--- config.mk ---
export PLATFORM = sky130hd
export DESIGN_NAME = identify_responder
export DESIGN_NICKNAME = d
export VERILOG_FILES = /design/src/ident_pkg.sv /design/src/ident_if.sv /design/src/cache_leaf_table.sv /design/src/feature_word_builder.sv /design/src/identify_responder.sv
export VERILOG_INCLUDE_DIRS = /design/src
export SDC_FILE = /design/constraint.sdc
export NUM_CORES = 1
export LEC_CHECK = 0
export BUFFER_PORTS_ARGS = -buffer_cell sky130_fd_sc_hd__buf_2
export CELL_PAD_IN_SITES_DETAIL_PLACEMENT = 1
export CELL_PAD_IN_SITES_GLOBAL_PLACEMENT = 1
export CORE_AREA = 5 5 220 115
export DETAILED_ROUTE_END_ITERATION = 8
export DIE_AREA = 0 0 225 120
export PLACE_DENSITY_LB_ADDON = 0.1
export SYNTH_ARGS = -nofsm -noshare
export SYNTH_HDL_FRONTEND = slang
export SYNTH_HIERARCHICAL = 1
export SYNTH_SLANG_ARGS = --single-unit
--- constraint.sdc ---
create_clock -name CLOCK -period 7 [get_ports CLOCK]
set_input_delay 0 -clock CLOCK [delete_from_list [all_inputs] [get_ports CLOCK]]
set_output_delay 0 -clock CLOCK [all_outputs]
set_load 0.005 [all_outputs]
--- src/ident_map.svh ---
`ifndef IDENT_MAP_SVH
`define IDENT_MAP_SVH

// Leaf codes of the identification request
`define LEAF_FEATURES          32'h0000_0001
`define LEAF_CACHE_PARAMS      32'h0000_0004

// Bit positions in the feature word
`define FB_SIMD_GEN3           0
`define FB_CARRYLESS_MUL       1
`define FB_WIDE_DEBUG_STORE    2
`define FB_MONITOR_WAIT        3
`define FB_PRIV_DEBUG_STORE    4
`define FB_VIRT_MACHINE        5
`define FB_SAFER_MODE          6
`define FB_FREQ_STEPPING       7
`define FB_THERMAL_TWO         8
`define FB_SUPPL_SIMD          9
`define FB_L1_CONTEXT          10
`define FB_WIDE_CMPXCHG        13
`define FB_PRIO_UPDATE_CTRL    14
`define FB_PERF_DEBUG_CAP      15
`define FB_PROC_CONTEXT_ID     17
`define FB_DEVICE_PREFETCH     18
`define FB_SIMD_GEN4_FIRST     19
`define FB_SIMD_GEN4_SECOND    20
`define FB_EXT_IRQ_CTRL        21
`define FB_BYTE_SWAP_MOVE      22
`define FB_POP_COUNT           23
`define FB_BLOCK_CIPHER        25
`define FB_EXT_STATE_SAVE      26
`define FB_OS_EXT_STATE        27
`define FB_ADV_VECTOR          28

// Field positions in the cache-parameter words
`define CT_TYPE_LSB            0
`define CT_LEVEL_LSB           5
`define CT_SELF_INIT_BIT       8
`define CT_FULL_ASSOC_BIT      9
`define CT_SHARE_IDS_LSB       14
`define CT_CORE_IDS_LSB        26
`define CG_LINE_SIZE_LSB       0
`define CG_PARTITIONS_LSB      12
`define CG_WAYS_LSB            22
`define CP_WB_INVAL_BIT        0
`define CP_INCLUSIVE_BIT       1
`define CP_COMPLEX_IDX_BIT     2

// Cache type codes
`define CACHE_TYPE_NULL        5'h00
`define CACHE_TYPE_DATA        5'h01
`define CACHE_TYPE_INSTR       5'h02
`define CACHE_TYPE_UNIFIED     5'h03

// Table depth and reset values
`define CACHE_ENTRIES          4
`define RESP_WORD_RST          32'h0000_0000

`endif

--- src/ident_pkg.sv ---
package ident_pkg;

    // One cache level as reported by the cache-parameter leaf
    typedef struct packed {
        logic [4:0]  cache_type;
        logic [2:0]  level;
        logic        self_init;
        logic        fully_assoc;
        logic [11:0] share_ids;
        logic [5:0]  core_ids;
        logic [11:0] line_size;
        logic [9:0]  partitions;
        logic [9:0]  ways;
        logic [31:0] sets;
        logic        wb_inval_nonorig;
        logic        inclusive;
        logic        complex_index;
    } cache_desc_s;

    // Request sequencing
    typedef enum logic [0:0] {
        RESP_IDLE,
        RESP_LOOKUP
    } resp_state_e;

endpackage

--- src/ident_if.sv ---
`timescale 1ns/1ps
`default_nettype none

interface ident_if;
    logic [31:0] feature_support;
    logic        os_ext_state_en;
    logic [31:0] feature_word;
    logic [31:0] sub_index;
    logic [31:0] type_level_word;
    logic [31:0] geometry_word;
    logic [31:0] set_count_word;
    logic [31:0] policy_word;

    modport feat_mp (
        input  feature_support,
        input  os_ext_state_en,
        output feature_word
    );

    modport cache_mp (
        input  sub_index,
        output type_level_word,
        output geometry_word,
        output set_count_word,
        output policy_word
    );

    modport top_mp (
        output feature_support,
        output os_ext_state_en,
        output sub_index,
        input  feature_word,
        input  type_level_word,
        input  geometry_word,
        input  set_count_word,
        input  policy_word
    );
endinterface

`default_nettype wire

--- src/cache_leaf_table.sv ---
`timescale 1ns/1ps
`default_nettype none
`include "ident_map.svh"

module cache_leaf_table (
    ident_if.cache_mp cq
);
    // Example cache hierarchy; figures are plain defaults
    localparam ident_pkg::cache_desc_s CACHE_TABLE [`CACHE_ENTRIES] = '{
        '{`CACHE_TYPE_DATA,    3'h1, 1'b1, 1'b0, 12'h001, 6'h03, 12'h03F, 10'h000,
          10'h007, 32'h0000_003F, 1'b0, 1'b0, 1'b0},
        '{`CACHE_TYPE_INSTR,   3'h1, 1'b1, 1'b0, 12'h001, 6'h03, 12'h03F, 10'h000,
          10'h003, 32'h0000_007F, 1'b0, 1'b0, 1'b0},
        '{`CACHE_TYPE_UNIFIED, 3'h2, 1'b1, 1'b0, 12'h001, 6'h03, 12'h03F, 10'h000,
          10'h007, 32'h0000_01FF, 1'b0, 1'b0, 1'b0},
        '{`CACHE_TYPE_UNIFIED, 3'h3, 1'b1, 1'b0, 12'h00F, 6'h03, 12'h03F, 10'h000,
          10'h00F, 32'h0000_0FFF, 1'b1, 1'b1, 1'b1}
    };

    ident_pkg::cache_desc_s sel;

    // Pick the entry; past the end reports the null type, all fields zero
    always_comb begin
        sel = '0;
        if (cq.sub_index < `CACHE_ENTRIES) begin
            sel = CACHE_TABLE[cq.sub_index[1:0]];
        end
    end

    // Pack the four answer words; reserved positions stay zero
    always_comb begin
        cq.type_level_word = 32'h0000_0000;
        cq.type_level_word[`CT_TYPE_LSB +: 5]     = sel.cache_type;
        cq.type_level_word[`CT_LEVEL_LSB +: 3]    = sel.level;
        cq.type_level_word[`CT_SELF_INIT_BIT]     = sel.self_init;
        cq.type_level_word[`CT_FULL_ASSOC_BIT]    = sel.fully_assoc;
        cq.type_level_word[`CT_SHARE_IDS_LSB +: 12] = sel.share_ids;
        cq.type_level_word[`CT_CORE_IDS_LSB +: 6] = sel.core_ids;
        cq.geometry_word = 32'h0000_0000;
        cq.geometry_word[`CG_LINE_SIZE_LSB +: 12] = sel.line_size;
        cq.geometry_word[`CG_PARTITIONS_LSB +: 10] = sel.partitions;
        cq.geometry_word[`CG_WAYS_LSB +: 10]      = sel.ways;
        cq.set_count_word = sel.sets;
        cq.policy_word = 32'h0000_0000;
        cq.policy_word[`CP_WB_INVAL_BIT]    = sel.wb_inval_nonorig;
        cq.policy_word[`CP_INCLUSIVE_BIT]   = sel.inclusive;
        cq.policy_word[`CP_COMPLEX_IDX_BIT] = sel.complex_index;
    end
endmodule

`default_nettype wire

--- src/feature_word_builder.sv ---
`timescale 1ns/1ps
`default_nettype none
`include "ident_map.svh"

module feature_word_builder (
    ident_if.feat_mp fw
);
    // Copy supported flags into their documented positions; rest stays zero
    always_comb begin
        fw.feature_word = 32'h0000_0000;
        fw.feature_word[`FB_SIMD_GEN3]        = fw.feature_support[`FB_SIMD_GEN3];
        fw.feature_word[`FB_CARRYLESS_MUL]    = fw.feature_support[`FB_CARRYLESS_MUL];
        fw.feature_word[`FB_WIDE_DEBUG_STORE] = fw.feature_support[`FB_WIDE_DEBUG_STORE];
        fw.feature_word[`FB_MONITOR_WAIT]     = fw.feature_support[`FB_MONITOR_WAIT];
        fw.feature_word[`FB_PRIV_DEBUG_STORE] = fw.feature_support[`FB_PRIV_DEBUG_STORE];
        fw.feature_word[`FB_VIRT_MACHINE]     = fw.feature_support[`FB_VIRT_MACHINE];
        fw.feature_word[`FB_SAFER_MODE]       = fw.feature_support[`FB_SAFER_MODE];
        fw.feature_word[`FB_FREQ_STEPPING]    = fw.feature_support[`FB_FREQ_STEPPING];
        fw.feature_word[`FB_THERMAL_TWO]      = fw.feature_support[`FB_THERMAL_TWO];
        fw.feature_word[`FB_SUPPL_SIMD]       = fw.feature_support[`FB_SUPPL_SIMD];
        fw.feature_word[`FB_L1_CONTEXT]       = fw.feature_support[`FB_L1_CONTEXT];
        fw.feature_word[`FB_ADV_VECTOR]       = fw.feature_support[`FB_ADV_VECTOR];
        fw.feature_word[`FB_WIDE_CMPXCHG]     = fw.feature_support[`FB_WIDE_CMPXCHG];
        fw.feature_word[`FB_PRIO_UPDATE_CTRL] = fw.feature_support[`FB_PRIO_UPDATE_CTRL];
        fw.feature_word[`FB_PERF_DEBUG_CAP]   = fw.feature_support[`FB_PERF_DEBUG_CAP];
        fw.feature_word[`FB_PROC_CONTEXT_ID]  = fw.feature_support[`FB_PROC_CONTEXT_ID];
        fw.feature_word[`FB_DEVICE_PREFETCH]  = fw.feature_support[`FB_DEVICE_PREFETCH];
        fw.feature_word[`FB_SIMD_GEN4_FIRST]  = fw.feature_support[`FB_SIMD_GEN4_FIRST];
        fw.feature_word[`FB_SIMD_GEN4_SECOND] = fw.feature_support[`FB_SIMD_GEN4_SECOND];
        fw.feature_word[`FB_EXT_IRQ_CTRL]     = fw.feature_support[`FB_EXT_IRQ_CTRL];
        fw.feature_word[`FB_BYTE_SWAP_MOVE]   = fw.feature_support[`FB_BYTE_SWAP_MOVE];
        fw.feature_word[`FB_POP_COUNT]        = fw.feature_support[`FB_POP_COUNT];
        fw.feature_word[`FB_BLOCK_CIPHER]     = fw.feature_support[`FB_BLOCK_CIPHER];
        fw.feature_word[`FB_EXT_STATE_SAVE]   = fw.feature_support[`FB_EXT_STATE_SAVE];
        // OS flag only when the save feature exists and the OS turned it on
        fw.feature_word[`FB_OS_EXT_STATE]     = fw.feature_support[`FB_EXT_STATE_SAVE]
                                              & fw.os_ext_state_en;
        fw.feature_word[31]                   = 1'b0;
    end
endmodule

`default_nettype wire

--- src/identify_responder.sv ---
`timescale 1ns/1ps
`default_nettype none
`include "ident_map.svh"

module identify_responder #(
    // Supported features, one flag per feature-word position
    parameter logic SUP_SIMD_GEN3        = 1'b1,
    parameter logic SUP_CARRYLESS_MUL    = 1'b1,
    parameter logic SUP_WIDE_DEBUG_STORE = 1'b0,
    parameter logic SUP_MONITOR_WAIT     = 1'b1,
    parameter logic SUP_PRIV_DEBUG_STORE = 1'b0,
    parameter logic SUP_VIRT_MACHINE     = 1'b1,
    parameter logic SUP_SAFER_MODE       = 1'b0,
    parameter logic SUP_FREQ_STEPPING    = 1'b1,
    parameter logic SUP_THERMAL_TWO      = 1'b1,
    parameter logic SUP_SUPPL_SIMD       = 1'b1,
    parameter logic SUP_L1_CONTEXT       = 1'b0,
    parameter logic SUP_WIDE_CMPXCHG     = 1'b1,
    parameter logic SUP_PRIO_UPDATE_CTRL = 1'b1,
    parameter logic SUP_PERF_DEBUG_CAP   = 1'b1,
    parameter logic SUP_PROC_CONTEXT_ID  = 1'b1,
    parameter logic SUP_DEVICE_PREFETCH  = 1'b0,
    parameter logic SUP_SIMD_GEN4_FIRST  = 1'b1,
    parameter logic SUP_SIMD_GEN4_SECOND = 1'b1,
    parameter logic SUP_EXT_IRQ_CTRL     = 1'b1,
    parameter logic SUP_BYTE_SWAP_MOVE   = 1'b0,
    parameter logic SUP_POP_COUNT        = 1'b1,
    parameter logic SUP_BLOCK_CIPHER     = 1'b1,
    parameter logic SUP_EXT_STATE_SAVE   = 1'b1,
    parameter logic SUP_ADV_VECTOR       = 1'b1
) (
    // Clock and reset
    input  wire logic        CLOCK,
    input  wire logic        NRST,
    // Identification request
    input  wire logic        ID_REQ,
    input  wire logic [31:0] ID_LEAF,
    input  wire logic [31:0] ID_SUBLEAF,
    // Operating-system state
    input  wire logic        OS_XSTATE_EN,
    // Answer
    output var  logic        ID_BUSY,
    output var  logic        ID_VALID,
    output var  logic [31:0] FIRST_GENERAL_WORD,
    output var  logic [31:0] SECOND_GENERAL_WORD,
    output var  logic [31:0] THIRD_GENERAL_WORD,
    output var  logic [31:0] FOURTH_GENERAL_WORD,
    // Permission for the process-context id enable
    output var  logic        CTX_ID_EN_ALLOWED
);

    // True when a leaf code matches the given one
    function automatic logic leaf_is(input logic [31:0] leaf, input logic [31:0] code);
        leaf_is = (leaf == code);
    endfunction

    // Gather the support flags into feature-word positions
    function automatic logic [31:0] support_vector();
        logic [31:0] v;
        v = 32'h0000_0000;
        v[`FB_SIMD_GEN3]        = SUP_SIMD_GEN3;
        v[`FB_CARRYLESS_MUL]    = SUP_CARRYLESS_MUL;
        v[`FB_WIDE_DEBUG_STORE] = SUP_WIDE_DEBUG_STORE;
        v[`FB_MONITOR_WAIT]     = SUP_MONITOR_WAIT;
        v[`FB_PRIV_DEBUG_STORE] = SUP_PRIV_DEBUG_STORE;
        v[`FB_VIRT_MACHINE]     = SUP_VIRT_MACHINE;
        v[`FB_SAFER_MODE]       = SUP_SAFER_MODE;
        v[`FB_FREQ_STEPPING]    = SUP_FREQ_STEPPING;
        v[`FB_THERMAL_TWO]      = SUP_THERMAL_TWO;
        v[`FB_SUPPL_SIMD]       = SUP_SUPPL_SIMD;
        v[`FB_L1_CONTEXT]       = SUP_L1_CONTEXT;
        v[`FB_WIDE_CMPXCHG]     = SUP_WIDE_CMPXCHG;
        v[`FB_PRIO_UPDATE_CTRL] = SUP_PRIO_UPDATE_CTRL;
        v[`FB_PERF_DEBUG_CAP]   = SUP_PERF_DEBUG_CAP;
        v[`FB_PROC_CONTEXT_ID]  = SUP_PROC_CONTEXT_ID;
        v[`FB_DEVICE_PREFETCH]  = SUP_DEVICE_PREFETCH;
        v[`FB_SIMD_GEN4_FIRST]  = SUP_SIMD_GEN4_FIRST;
        v[`FB_SIMD_GEN4_SECOND] = SUP_SIMD_GEN4_SECOND;
        v[`FB_EXT_IRQ_CTRL]     = SUP_EXT_IRQ_CTRL;
        v[`FB_BYTE_SWAP_MOVE]   = SUP_BYTE_SWAP_MOVE;
        v[`FB_POP_COUNT]        = SUP_POP_COUNT;
        v[`FB_BLOCK_CIPHER]     = SUP_BLOCK_CIPHER;
        v[`FB_EXT_STATE_SAVE]   = SUP_EXT_STATE_SAVE;
        v[`FB_ADV_VECTOR]       = SUP_ADV_VECTOR;
        support_vector = v;
    endfunction

    ident_if id_bus ();

    ident_pkg::resp_state_e state_ff;
    ident_pkg::resp_state_e nxt_state;
    logic [31:0]            leaf_ff;
    logic [31:0]            sub_ff;
    logic                   os_en_ff;
    logic                   busy_ff;
    logic                   valid_ff;
    logic [31:0]            word1_ff;
    logic [31:0]            word2_ff;
    logic [31:0]            word3_ff;
    logic [31:0]            word4_ff;
    logic                   ctx_id_ok_ff;
    logic [31:0]            nxt_word1;
    logic [31:0]            nxt_word2;
    logic [31:0]            nxt_word3;
    logic [31:0]            nxt_word4;
    logic                   take_req;

    // Sub-units see only the captured request, never the live inputs
    assign id_bus.feature_support = support_vector();
    assign id_bus.os_ext_state_en = os_en_ff;
    assign id_bus.sub_index       = sub_ff;

    feature_word_builder u_feat (
        .fw (id_bus.feat_mp)
    );

    cache_leaf_table u_cache (
        .cq (id_bus.cache_mp)
    );

    // A request is taken only while idle; one in flight ignores others
    assign take_req = ID_REQ && (state_ff == ident_pkg::RESP_IDLE);

    // Sequencing: capture, then answer one cycle later
    always_comb begin
        nxt_state = state_ff;
        case (state_ff)
            ident_pkg::RESP_IDLE: begin
                if (take_req) begin
                    nxt_state = ident_pkg::RESP_LOOKUP;
                end
            end
            ident_pkg::RESP_LOOKUP: begin
                nxt_state = ident_pkg::RESP_IDLE;
            end
            default: begin
                nxt_state = ident_pkg::RESP_IDLE;
            end
        endcase
    end

    always_ff @(posedge CLOCK) begin
        if (!NRST) begin
            state_ff <= ident_pkg::RESP_IDLE;
        end else begin
            state_ff <= nxt_state;
        end
    end

    // Request capture; nothing else in the block changes on a read
    always_ff @(posedge CLOCK) begin
        if (!NRST) begin
            leaf_ff  <= 32'h0000_0000;
            sub_ff   <= 32'h0000_0000;
            os_en_ff <= 1'b0;
        end else if (take_req) begin
            leaf_ff  <= ID_LEAF;
            sub_ff   <= ID_SUBLEAF;
            os_en_ff <= OS_XSTATE_EN;
        end
    end

    // Leaf selection; unknown leaves answer all zero
    always_comb begin
        nxt_word1 = `RESP_WORD_RST;
        nxt_word2 = `RESP_WORD_RST;
        nxt_word3 = `RESP_WORD_RST;
        nxt_word4 = `RESP_WORD_RST;
        if (leaf_is(leaf_ff, `LEAF_FEATURES)) begin
            nxt_word3 = id_bus.feature_word;
        end else if (leaf_is(leaf_ff, `LEAF_CACHE_PARAMS)) begin
            nxt_word1 = id_bus.type_level_word;
            nxt_word2 = id_bus.geometry_word;
            nxt_word3 = id_bus.set_count_word;
            nxt_word4 = id_bus.policy_word;
        end
    end

    // Answer words load at the end of lookup and hold until the next answer
    always_ff @(posedge CLOCK) begin
        if (!NRST) begin
            word1_ff <= `RESP_WORD_RST;
            word2_ff <= `RESP_WORD_RST;
            word3_ff <= `RESP_WORD_RST;
            word4_ff <= `RESP_WORD_RST;
        end else if (state_ff == ident_pkg::RESP_LOOKUP) begin
            word1_ff <= nxt_word1;
            word2_ff <= nxt_word2;
            word3_ff <= nxt_word3;
            word4_ff <= nxt_word4;
        end
    end

    // Handshake flags
    always_ff @(posedge CLOCK) begin
        if (!NRST) begin
            busy_ff  <= 1'b0;
            valid_ff <= 1'b0;
        end else begin
            busy_ff  <= (nxt_state == ident_pkg::RESP_LOOKUP);
            valid_ff <= (state_ff == ident_pkg::RESP_LOOKUP);
        end
    end

    // The context-id enable may be set only when the feature is reported
    always_ff @(posedge CLOCK) begin
        if (!NRST) begin
            ctx_id_ok_ff <= 1'b0;
        end else begin
            ctx_id_ok_ff <= SUP_PROC_CONTEXT_ID;
        end
    end

    // Outputs straight from flip-flops
    assign ID_BUSY             = busy_ff;
    assign ID_VALID            = valid_ff;
    assign FIRST_GENERAL_WORD  = word1_ff;
    assign SECOND_GENERAL_WORD = word2_ff;
    assign THIRD_GENERAL_WORD  = word3_ff;
    assign FOURTH_GENERAL_WORD = word4_ff;
    assign CTX_ID_EN_ALLOWED   = ctx_id_ok_ff;

endmodule

`default_nettype wire

==> key figures <==
Run status
  • Status: complete, no violations

Worst setup path
  • Crit path largest cell delay: 790 ps
  • Setup CP Type: reg -> reg
  • Worst path cell trace: nand2_1 > nor3b_4 > buf_4 > nor3b_4 > buf_4 > a22o_1
  • R2R depth: 6
  • CP Buf/Inv Count: 2
  • CP delay by family, top: buffers and inverters
  • CP Depth: 6
  • CP Launch Point: ID_BUSY
  • Worst reg2reg setup slack: 4370 ps
  • RR Endpoint: SECOND_GENERAL_WORD[5]
  • Worst Setup EP: SECOND_GENERAL_WORD[5]
  • Reg2reg start: ID_BUSY
  • WP data arrival: 3010 ps
  • Critical-path top delay cell: buf_4
  • Worst EP required: 7380 ps
  • Crit path max fanout: 96
  • Critical Path Sink Type: flip-flop
  • Setup crit start kind: flip-flop

Clock tree
  • Worst skew pair latency: 440 ps
  • H-tree depth: 4
  • Clk slew on worst S/H paths: 70 ps
  • CTS tree: yes
  • Num CTS Buffers: 17
  • Max Root-Sink Buffers: 2
  • Resized cells post-CTS: 0
  • CTS root buf: clkbuf_16
  • CTS sink cnt: 196

GRT
  • Largest net degree at the start of global routing: 97
  • First-pass GRT wire length: 34130 µm
  • Antenna violations before repair: 0
  • Total congestion overflow: 0
  • Total GRT Usage: 15.92%
  • Vias in the first global route: 6159

Final layout
  • Final Net Count: 1111
  • Share of cells above drive strength 1: 24.24%
  • Register area: 3924 µm²
  • Multi-input logic area: 3149 µm²
  • N_diodes: 0
  • Final core area utilization: 42.34%
  • FILL cells: 2732
  • Area delta synth->final: 24.02%

Floorplan
  • Die Y: 120 µm
  • Total core area: 23370 µm²
  • Die Footprint: 27000 µm²
  • Core Rows: 40
  • Starting Density: 34.14%
  • IO Pins: 199
  • Die width: 225 µm

STA
  • Final Cycle Share: 37.53%
  • # setup viols final: 0
  • Total Neg Setup Slack: 0 ps
  • Slew @ Worst Pin: 1033 ps
  • Hold_ws: 124.9 ps
  • Final Critical Period: 2627 ps
  • Rel. slew slack: 31.17%
  • Max Freq: 380.7 MHz
  • Pins Over Slew Limit: 0
  • Final Hold Vio Count: 0
  • RSZ-0062 raised after global routing: no
  • Clock skew: 9.084 ps

Synth
  • Number of unique standard cell types used by synthesis: 28
  • Mapped Cells: 837
  • Synthesized area per cell: 9.534 µm²
  • Netlist Area Pre-Place: 7980 µm²
  • Yosys Warn Count: 6
  • Sequential share of the synthesized area: 49.17%
  • Flops & latches, synth: 196

Detailed routing
  • Post-DRT Antenna Nets: 0
  • Vias per cell: 4.380
  • Final wirelength: 21470 µm
  • Iter 0 DRT Violations: 296
  • Remaining DRCs: 0
  • Vias: 6005
  • Wire length per cell: 15.66 µm
  • Drt first pass iters: 4

Placement
  • DP HPWL: 13840 µm
  • Port Buffers: 198
  • RePlAce Congestion: 0.7402

Power
  • Worst vdd ir: 125.2 µV
  • Leak: 4.427 nW
  • Logic pwr share: 6.7%
  • Cell-internal power: 1.906 mW
  • Switching Share: 22.03%
  • Pwr dens: 247.0 nW/µm²
  • Clk network pwr share: 46.2%
  • Reg power frac: 47.1%
  • Design Power: 2.445 mW
  • Switch Pwr: 0.5386 mW

Run
  • Max_cap viols: 0

Hold path
  • Worst Hold Class: in -> reg
==> state kept, by name, indices dropped and copies added (netlist names) <==
name,flops
FIRST_GENERAL_WORD,32
FOURTH_GENERAL_WORD,32
SECOND_GENERAL_WORD,32
THIRD_GENERAL_WORD,32
id_bus.sub_index,32
leaf_ff,32
CTX_ID_EN_ALLOWED,1
ID_BUSY,1
ID_VALID,1
id_bus.os_ext_state_en,1
==> worst min-delay path by stage <==
stage	start	to	slack, ps	depth (start not counted)
after floorplan	NRST	CTX_ID_EN_ALLOWED	30	0
after global placement	ID_LEAF[31]	leaf_ff[31]	260	3
after detailed placement	ID_SUBLEAF[9]	id_bus.sub_index[9]	260	3
after CTS	NRST	CTX_ID_EN_ALLOWED	90	2
after global routing	NRST	CTX_ID_EN_ALLOWED	120	2
final	NRST	CTX_ID_EN_ALLOWED	120	2
==> final cells by class <==
type                       instances  area share, %
timing repair buffer             274          17.45
inverter                           3         0.1138
clock buffer                      20          4.716
clock inverter                    12          2.276
tap                              315          3.982
sequential                       196          39.65
multi-input combinational        551          31.82
==> repair_timing <==
item,CTS,global route
hold buffers,66,0
endpoints found under the hold margin,66,0
buffers inserted,0,0
==> cells by family after synthesis <==
logic type,Yosys count,synth area share (%)
AND/OR/NAND/NOR,199,10.93
other,4,0.1881
AO/OA/AOI/OAI,228,22.14
flip-flops,196,49.17
buffers and inverters,210,17.58
==> layer usage <==
metal,share of wire (%),track usage (%)
met1,49,21.07
met2,46,25.81
met3,3.9,3.740
met4,1.5,5.017
met5,0,0
==> cells in the final DEF (no fill, tap or decap), types with 3 or more instances in the layout <==
cell type	n
buf_2	198
dfxtp_1	196
nand2_1	165
conb_1	124
a22o_1	96
dlygate4sd3_1	66
a21boi_0	65
a22oi_1	32
o21ai_1	32
clkbuf_16	17
buf_4	10
nor4_1	9
bufinv_16	6
nor4_2	5
clkinv_4	4
nand4_1	3
inv_1	3
clkbuf_8	3
==> power groups by stage <==
stage                     registers, mW  clock network [mW]  logic [mW]
after floorplan                    1.17                   0       0.136
after global placement             1.18                   0       0.130
after detailed placement           1.18                   0       0.132
after CTS                          1.15                1.17       0.161
after global routing               1.15                1.21       0.184
final                              1.15                1.13       0.163
==> worst register-to-register path: cells and delay by family (launching register included) <==
family / cells / cell delay [ps]
AOI/OAI and AO/OA: 1 / 290
buffers and inverters: 2 / 1140
DFF: 1 / 480
and+or+nand+nor: 3 / 650
==> per-stage QoR <==
step	cell area, µm²	setup slack [ps]	instances
3_3_place_gp	8544	4214	1273
6_report	9897	4373	1371
2_1_floorplan	8431	4663	957
4_1_cts	9897	4348	1371
3_5_place_dp	8544	4177	1273
5_1_grt	9897	4128	1371
==> synth_stat cells <==
library cell | number | share of area, %
a2111oi_2 | 2 | 0.38
a21boi_0 | 65 | 6.1
a22o_1 | 96 | 11
a22oi_1 | 32 | 3.0
and2_1 | 2 | 0.16
buf_1 | 7 | 0.33
buf_2 | 5 | 0.31
buf_4 | 154 | 14
buf_6 | 4 | 0.56
clkbuf_1 | 37 | 1.7
conb_1 | 4 | 0.19
dfxtp_1 | 196 | 49
inv_1 | 3 | 0.14
nand2_1 | 165 | 7.8
nand2b_1 | 1 | 0.078
nand3_1 | 1 | 0.063
nand4_1 | 3 | 0.24
nand4_2 | 1 | 0.16
nor2_1 | 2 | 0.094
nor2b_1 | 2 | 0.16
nor3_1 | 4 | 0.25
nor3b_1 | 1 | 0.094
nor3b_2 | 2 | 0.31
nor4_1 | 9 | 0.71
nor4_2 | 5 | 0.78
o211ai_1 | 1 | 0.094
o21ai_1 | 32 | 2.0
or2_1 | 1 | 0.078
Power figures use the tool's default switching activity.
